==> config.mk <==
export PLATFORM = sky130hd
export DESIGN_NAME = pevirq_regs
export DESIGN_NICKNAME = d
export VERILOG_FILES = /design/src/rtl/pevirq_pkg.sv /design/src/rtl/pevirq_regs.sv
export SDC_FILE = /design/constraint.sdc
export NUM_CORES = 1
export LEC_CHECK = 0
export ABC_CLOCK_PERIOD_IN_PS = 1400
export BUFFER_PORTS_ARGS = -buffer_cell sky130_fd_sc_hd__buf_2
export CORE_UTILIZATION = 35
export CTS_CLUSTER_SIZE = 25
export DETAILED_ROUTE_END_ITERATION = 8
export PLACE_DENSITY = 0.7
export REMOVE_ABC_BUFFERS = 1
export SLEW_MARGIN = 20
export SYNTH_ARGS = -nofsm -noshare
export SYNTH_HDL_FRONTEND = slang
export SYNTH_SLANG_ARGS = --single-unit
==> constraint.sdc <==
create_clock -name clk_i -period 1.4 [get_ports clk_i]
set_clock_uncertainty 0.2 [all_clocks]
set_input_delay 0.07 -clock clk_i [delete_from_list [all_inputs] [get_ports clk_i]]
set_output_delay 0.07 -clock clk_i [all_outputs]
set_load 0.005 [all_outputs]
==> src/rtl/pevirq_pkg.sv <==
// constants for the interrupt register set of one pattern evaluation channel
// assumes a plain 32-bit register port with byte addresses, one word per register
package pevirq_pkg;

    localparam int ADDR_W = 8;
    localparam int DATA_W = 32;

    // register byte offsets
    localparam logic [7:0] OFF_FLAGS = 8'h00;
    localparam logic [7:0] OFF_IRQ_EN = 8'h04;
    localparam logic [7:0] OFF_FORCE = 8'h08;
    localparam logic [7:0] OFF_MODE = 8'h0C;
    localparam logic [7:0] OFF_ERR_EN = 8'h10;
    localparam logic [7:0] OFF_CTRL = 8'h14;

    // event field: five bits, lowest at 27, highest at 31
    localparam int EV_LSB = 27;
    localparam int EV_W = 5;
    localparam int BIT_NEW_PATTERN = 31;
    localparam int BIT_DIR_CHANGE = 30;
    localparam int BIT_PAT_ERROR = 29;
    localparam int BIT_BOUNCE = 28;
    localparam int BIT_REV_MATCH = 27;

    // index of each event inside the five-bit field
    localparam int IDX_NEW_PATTERN = BIT_NEW_PATTERN - EV_LSB;
    localparam int IDX_DIR_CHANGE = BIT_DIR_CHANGE - EV_LSB;
    localparam int IDX_PAT_ERROR = BIT_PAT_ERROR - EV_LSB;
    localparam int IDX_BOUNCE = BIT_BOUNCE - EV_LSB;
    localparam int IDX_REV_MATCH = BIT_REV_MATCH - EV_LSB;

    // signalling style field
    localparam int MODE_LSB = 30;
    localparam int MODE_W = 2;

    // control register: force protection
    localparam int CTRL_PROTECT_BIT = 0;

    // reset values
    localparam logic [31:0] RST_IRQ_REG = 32'h0000_0000;
    localparam logic [4:0] RST_EV = 5'h00;
    localparam logic RST_PROTECT = 1'h1;
    localparam logic RST_DIR = 1'h0;

    typedef enum logic [1:0] {
        MODE_LEVEL = 2'h0,
        MODE_PULSE = 2'h1,
        MODE_PULSE_NOTIFY = 2'h2,
        MODE_SINGLE_PULSE = 2'h3
    } pevirq_mode_type;

endpackage : pevirq_pkg

==> src/rtl/pevirq_regs.sv <==
// interrupt flags, enables, force triggers and style select of one evaluation channel
// assumes event inputs are single-cycle pulses from logic on the same clock,
// and a register master that never issues read and write together
// Operation
// - new pattern sets event bit 31, held until software clears it except in pulse style
// - new pattern that changes rotation direction sets event bit 30
// - invalid or wrong input pattern sets event bit 29
// - bouncing input detected sets event bit 28
// - revolution count equal to compare value sets event bit 27
// - writing one clears a flag; writing zero leaves it
// - reading the flag register changes no flag
// - per-event enable at same position gates the interrupt output
// - writing one to a force bit sets its flag like the event
// - writing zero to a force bit forces nothing
// - force bits clear themselves once the forced event is delivered
// - force writes are ignored while force protection is set
// - style field selects level, pulse, pulse-notify or single-pulse
// - unused bits read zero; software writes zeros there
// - all interrupt registers reset to zero except the control register, whose force protection bit resets to one
// - second per-event enable routes the event to the error output
// - match flag only from input-driven counter steps or a force write, never from other writes
//
// The implementer's own choices: the plain strobed port and the placing of the registers.
`timescale 1ns/1ps

module pevirq_regs
(
    input wire logic clk_i,
    input wire logic resetn_i,
    input wire logic [7:0] addr_i,
    input wire logic [31:0] wdata_i,
    input wire logic wr_i,
    input wire logic rd_i,
    output logic [31:0] rdata_o,
    input wire logic new_pattern_i,
    input wire logic rotation_direction_i,
    input wire logic pattern_error_i,
    input wire logic bounce_i,
    input wire logic rev_count_step_i,
    input wire logic rev_count_equal_i,
    output logic irq_o,
    output logic err_irq_o
);

    logic [4:0] flags_q;
    logic [4:0] flags_d;
    logic [4:0] en_q;
    logic [4:0] err_en_q;
    logic [4:0] trig_q;
    logic [4:0] trig_d;
    pevirq_pkg::pevirq_mode_type mode_q;
    logic protect_q;
    logic dir_prev_q;
    logic [31:0] rdata_q;
    logic irq_q;
    logic irq_d;
    logic err_irq_q;

    // address decode
    wire logic sel_flags = (addr_i == pevirq_pkg::OFF_FLAGS);
    wire logic sel_en = (addr_i == pevirq_pkg::OFF_IRQ_EN);
    wire logic sel_force = (addr_i == pevirq_pkg::OFF_FORCE);
    wire logic sel_mode = (addr_i == pevirq_pkg::OFF_MODE);
    wire logic sel_err_en = (addr_i == pevirq_pkg::OFF_ERR_EN);
    wire logic sel_ctrl = (addr_i == pevirq_pkg::OFF_CTRL);

    wire logic wr_flags = wr_i & sel_flags;
    wire logic wr_en = wr_i & sel_en;
    wire logic wr_force = wr_i & sel_force;
    wire logic wr_mode = wr_i & sel_mode;
    wire logic wr_err_en = wr_i & sel_err_en;
    wire logic wr_ctrl = wr_i & sel_ctrl;

    wire logic [4:0] wr_ev = wdata_i[pevirq_pkg::EV_LSB +: pevirq_pkg::EV_W];

    wire logic dir_change = new_pattern_i & (rotation_direction_i != dir_prev_q);

    wire logic rev_match = rev_count_step_i & rev_count_equal_i;

    wire logic [4:0] hw_ev = {new_pattern_i, dir_change, pattern_error_i, bounce_i, rev_match};

    wire logic [4:0] set_ev = hw_ev | trig_q;

    wire logic [4:0] clr_ev = wr_flags ? wr_ev : 5'h00;

    wire logic pulse_mode = (mode_q == pevirq_pkg::MODE_PULSE);
    wire logic [4:0] flags_en = flags_q & en_q;
    wire logic [4:0] set_en = set_ev & en_q;

    // per-event sticky flags
    // set beats clear so an event in the clearing cycle survives; pulse style keeps no history
    for (genvar i = 0; i < pevirq_pkg::EV_W; i++)
    begin : g_flag
        assign flags_d[i] = pulse_mode ? set_ev[i] : (set_ev[i] | (flags_q[i] & ~clr_ev[i]));
    end

    wire logic force_ok = wr_force & ~protect_q;

    assign trig_d = force_ok ? wr_ev : pevirq_pkg::RST_EV;

    always_comb
    begin
        case (mode_q)
            pevirq_pkg::MODE_LEVEL: irq_d = |flags_en;
            pevirq_pkg::MODE_PULSE: irq_d = |set_en;
            pevirq_pkg::MODE_PULSE_NOTIFY: irq_d = |set_en;
            pevirq_pkg::MODE_SINGLE_PULSE: irq_d = (|set_en) & ~(|flags_en);
            default: irq_d = 1'h0;
        endcase
    end

    // reserved bits read zero
    // unmapped addresses read zero as well
    wire logic [31:0] rd_mux =
        sel_flags ? {flags_q, 27'h000_0000} :
        sel_en ? {en_q, 27'h000_0000} :
        sel_force ? {trig_q, 27'h000_0000} :
        sel_mode ? {mode_q, 30'h0000_0000} :
        sel_err_en ? {err_en_q, 27'h000_0000} :
        sel_ctrl ? {31'h0000_0000, protect_q} :
        pevirq_pkg::RST_IRQ_REG;

    always_ff @(posedge clk_i or negedge resetn_i)
    begin
        if (!resetn_i)
        begin
            flags_q <= pevirq_pkg::RST_EV;
            trig_q <= pevirq_pkg::RST_EV;
            dir_prev_q <= pevirq_pkg::RST_DIR;
        end
        else
        begin
            flags_q <= flags_d;
            trig_q <= trig_d;
            if (new_pattern_i)
            begin
                dir_prev_q <= rotation_direction_i;
            end
        end
    end

    always_ff @(posedge clk_i or negedge resetn_i)
    begin
        if (!resetn_i)
        begin
            en_q <= pevirq_pkg::RST_EV;
            err_en_q <= pevirq_pkg::RST_EV;
            mode_q <= pevirq_pkg::MODE_LEVEL;
            protect_q <= pevirq_pkg::RST_PROTECT;
        end
        else
        begin
            if (wr_en)
            begin
                en_q <= wr_ev;
            end
            if (wr_err_en)
            begin
                err_en_q <= wr_ev;
            end
            if (wr_mode)
            begin
                mode_q <= pevirq_pkg::pevirq_mode_type'(
                    wdata_i[pevirq_pkg::MODE_LSB +: pevirq_pkg::MODE_W]);
            end
            if (wr_ctrl)
            begin
                protect_q <= wdata_i[pevirq_pkg::CTRL_PROTECT_BIT];
            end
        end
    end

    always_ff @(posedge clk_i or negedge resetn_i)
    begin
        if (!resetn_i)
        begin
            rdata_q <= pevirq_pkg::RST_IRQ_REG;
            irq_q <= 1'h0;
            err_irq_q <= 1'h0;
        end
        else
        begin
            rdata_q <= rd_i ? rd_mux : pevirq_pkg::RST_IRQ_REG;
            irq_q <= irq_d;
            err_irq_q <= |(flags_q & err_en_q);
        end
    end

    assign rdata_o = rdata_q;
    assign irq_o = irq_q;
    assign err_irq_o = err_irq_q;
endmodule : pevirq_regs

==> metrics.md <==
| Metric | Value |
|---|---|
| DRC viols | `0` |
| Logic pwr share | `16.1%` |
| Post-synth top area share | `42.4%` |
| Tmin final | `1.55 ns` |
| Reg power frac | `43.0%` |
| Gpl congestion | `0.854` |
| Met1 usage | `19.9%` |
| Wirelength per Cell | `13.8 µm` |
| Total Wirelength | `4260 µm` |
| Peak Freq | `647 MHz` |
| Dpl cells | `285` |
| Largest net degree at the start of global routing | `33` |
| Total CTS buffers | `5` |
| Die area | `5520 µm²` |
| Clock Power Share | `40.9%` |
| Startpoint Class | `register` |
| Top cells by area, synth | `dfrtp_1 42%, buf_4 11%, mux2_2 7.4%` |
| Sink Count | `32` |
| CTS Root Cell | `clkbuf_8` |
| GRT overflow | `0` |
| Hpwl dp | `3180 µm` |
| Mapped Area | `1830 µm²` |
| Final worst-path cycle share | `110%` |
| Failing checks | `setup timing` |
| Area post-placement | `2120 µm²` |
| Lkg Pwr | `1.20 nW` |
| Clock Latency Late Sink | `0.28 ns` |
| Setup CP Type | `reg -> reg` |
| Slew Limit Fails | `0` |
| Number of max-cap violations | `0` |
| Vias per cell | `4.78` |
| Worst Path Max Fanout | `2` |
| Pwr dens | `935 nW/µm²` |
| CTS H-tree lvls | `2` |
| Register clock-pin slew on the reported worst setup and hold paths | `0.07 ns` |
| Ys Warns | `0` |
| Switch Pwr | `535 µW` |
| Initial antenna violation count | `0` |
| Seq cells post-synth | `32` |
| Fill cells | `448` |
| Iteration count of the initial detailed-routing pass | `4` |
| Layout cells sized above 1 | `39.5%` |
| Met2 usage | `28.3%` |
| Internal power | `1.79 mW` |
| Post-Synthesis Cells | `168` |
| Final Cell Area | `2490 µm²` |
| Syn avg cell area | `10.9 µm²` |
| Detail Route Antenna Nets | `0` |
| Die Height | `74.3 µm` |
| Crit path capture type | `register` |
| CTS tree | `built` |
| Area growth syn-to-layout | `36.3%` |
| Core Footprint | `4880 µm²` |
| Max VDD drop | `372 µV` |
| GR Util met3 | `4.47%` |
| Worst EP required | `1.40 ns` |
| Data arrival time of the worst path | `1.55 ns` |
| RSZ-0062 raised after global routing | `yes` |
| CTS Buffer Depth | `2` |
| First-pass GRT wire length | `6660 µm` |
| Final setup violation count | `1` |
| Worst hold margin | `0.0229 ns` |
| Final Net Count | `295` |
| Final-report hold violation count | `0` |
| Largest area contributor in the netlist | `dfrtp_1` |
| Final cell count without fillers | `310` |
| ANT cells | `0` |
| Vias in the first global route | `1,419` |
| Num ports | `84` |
| Top Usage Layer GRT | `met2` |
| Postcts setup bufs | `0` |
| DRT iter0 DRCs | `82` |
| Unique masters post-synth | `43` |
| Post-synthesis sequential area ratio | `43.8%` |
| Initial Utilization | `37.5%` |
| Status | `complete, but fails checks` |
| Port-buffer cells | `31` |
| Final worst slack | `-0.146 ns` |
| Via count | `1,482` |
| Row count | `25` |
| Die width | `74.3 µm` |
| Total GRT Usage | `16.6%` |
| Tightest Hold Check Type | `in -> reg` |
| Net Sw Frac | `23.0%` |
==> layout make-up <==
cell class	count	area, µm²	share of cell area [%]
Timing Repair Buffer	72	526	21.1
Sequential cell	32	802	32.2
Clock buffer	7	96.3	3.87
Tap cell	67	83.8	3.36
Clock inverter	1	30.0	1.20
Multi-Input combinational cell	126	933	37.4
Inverter	5	21.3	0.853
==> sequential cells by signal, indices dropped and copies added (netlist names) <==
register,count
trig_q,5
dir_prev_q,1
err_irq_o,1
en_q,5
protect_q,1
rdata_o,6
irq_o,1
err_en_q,5
flags_q,5
mode_q,2
==> power by group through the flow <==
stage / Sequential (mW) / Clock [mW] / Combinational, mW
after floorplan: 1.02 / 0 / 0.127
after global placement: 1.02 / 0 / 0.304
after detailed placement: 1.02 / 0 / 0.310
after CTS: 1.00 / 0.979 / 0.346
after global routing: 1.01 / 1.02 / 0.413
final: 1.00 / 0.952 / 0.376
==> path summary, 6_finish.rpt <==
| check | start | end | slack, ns | cells after the start |
|---|---|---|---|---|
| min in group asynchronous | resetn_i | rdata_o[31]$_DFF_PN0_ | 0.12 | 3 |
| worst min register to register | trig_q[4]$_DFF_PN0_ | flags_q[4]$_DFF_PN0_ | 0.33 | 1 |
| worst min-delay path | addr_i[4] | rdata_o[0]$_DFF_PN0_ | 0.02 | 4 |
| worst max register to register | en_q[0]$_DFFE_PN0P_ | irq_o$_DFF_PN0_ | -0.15 | 4 |
| worst max-delay path | en_q[0]$_DFFE_PN0P_ | irq_o$_DFF_PN0_ | -0.15 | 4 |
| max in group asynchronous | resetn_i | protect_q$_DFFE_PN1P_ | 0.55 | 3 |
==> worst max-delay path: stages, from the launching register on <==
cell      delay [ns]
dfrtp_1         0.38
a222oi_1        0.34
and3_2          0.29
a211oi_2        0.08
a211oi_2        0.18
==> cells in the final DEF (no fill, tap or decap), types with 3 or more instances in the layout <==
cell type and count:
nand3_1 3, clkbuf_8 7, mux2_4 4, nor2_1 8
inv_1 3, dfrtp_1 31, nor2b_1 4, buf_4 23
nand2_1 9, a311o_1 3, a32oi_1 3, o21ai_0 8
and2_1 5, mux2_2 10, conb_1 26, dlygate4sd3_1 17
buf_2 29, o2bb2ai_1 3
==> per-stage QoR <==
| stage | worst slack (ns) | setup TNS (ns) | power [mW] | util, % |
|---|---|---|---|---|
| after global placement | -0.269 | -4.62 | 1.32 | 43.4 |
| after detailed placement | -0.301 | -5.21 | 1.33 | 43.4 |
| after global routing | -0.194 | -0.210 | 2.44 | 51.1 |
| final | -0.146 | -0.146 | 2.33 | 51.1 |
| after floorplan | -0.148 | -0.864 | 1.15 | - |
| after CTS | -0.172 | -0.172 | 2.32 | 49.3 |
==> cells in the mapped netlist, drive strengths merged <==
cell type	count
a311o	3
o211ai	2
nor4	2
conb	1
and4	2
a32oi	3
nand2b	1
nand4b	1
dfstp	1
clkbuf	2
and3	4
inv	5
nor3	1
nand3b	1
o22ai	2
or2b	2
o2bb2ai	3
a21o	2
a22oi	1
and3b	1
ha	3
dfrtp	31
nand3	3
nor2b	4
o21ai	8
a31o	2
and2	6
buf	28
xor2	1
a211oi	2
o2111a	2
a222oi	2
a221oi	1
mux2	14
nand4	2
nand2	10
nor2	8
nor3b	1
==> timing repair <==
action                                  in CTS  in global routing
endpoints found under the setup margin       5                 14
gates resized for setup                      2                 21
cloned                                       0                  0
hold buffers                                16                  1
endpoints found under the hold margin       60                  1
pin swaps                                    3                 10
==> metal layers <==
| metal | vias to the layer above | wire (µm) |
|---|---|---|
| met5 | - | 0 |
| met4 | 0 | 74 |
| met3 | 9 | 235 |
| met2 | 61 | 2070 |
| met1 | 709 | 1880 |
| li1 | 703 | - |
==> kinds of logic (layout without fill, tap and decap cells) <==
| kind of cell | Yosys count | count (layout) | share of synthesized area, % |
|---|---|---|---|
| XOR/XNOR | 1 | 1 | 0.479 |
| multiplexers | 14 | 14 | 9.03 |
| adder cells (fa/ha/maj) | 3 | 3 | 2.05 |
| flip-flops | 32 | 32 | 43.8 |
| AND/OR/NAND/NOR | 49 | 49 | 17.0 |
| other | 1 | 26 | 0.205 |
| AO/OA/AOI/OAI | 33 | 33 | 14.0 |
| buffers and inverters | 35 | 85 | 13.3 |
Power figures use the tool's default switching activity.
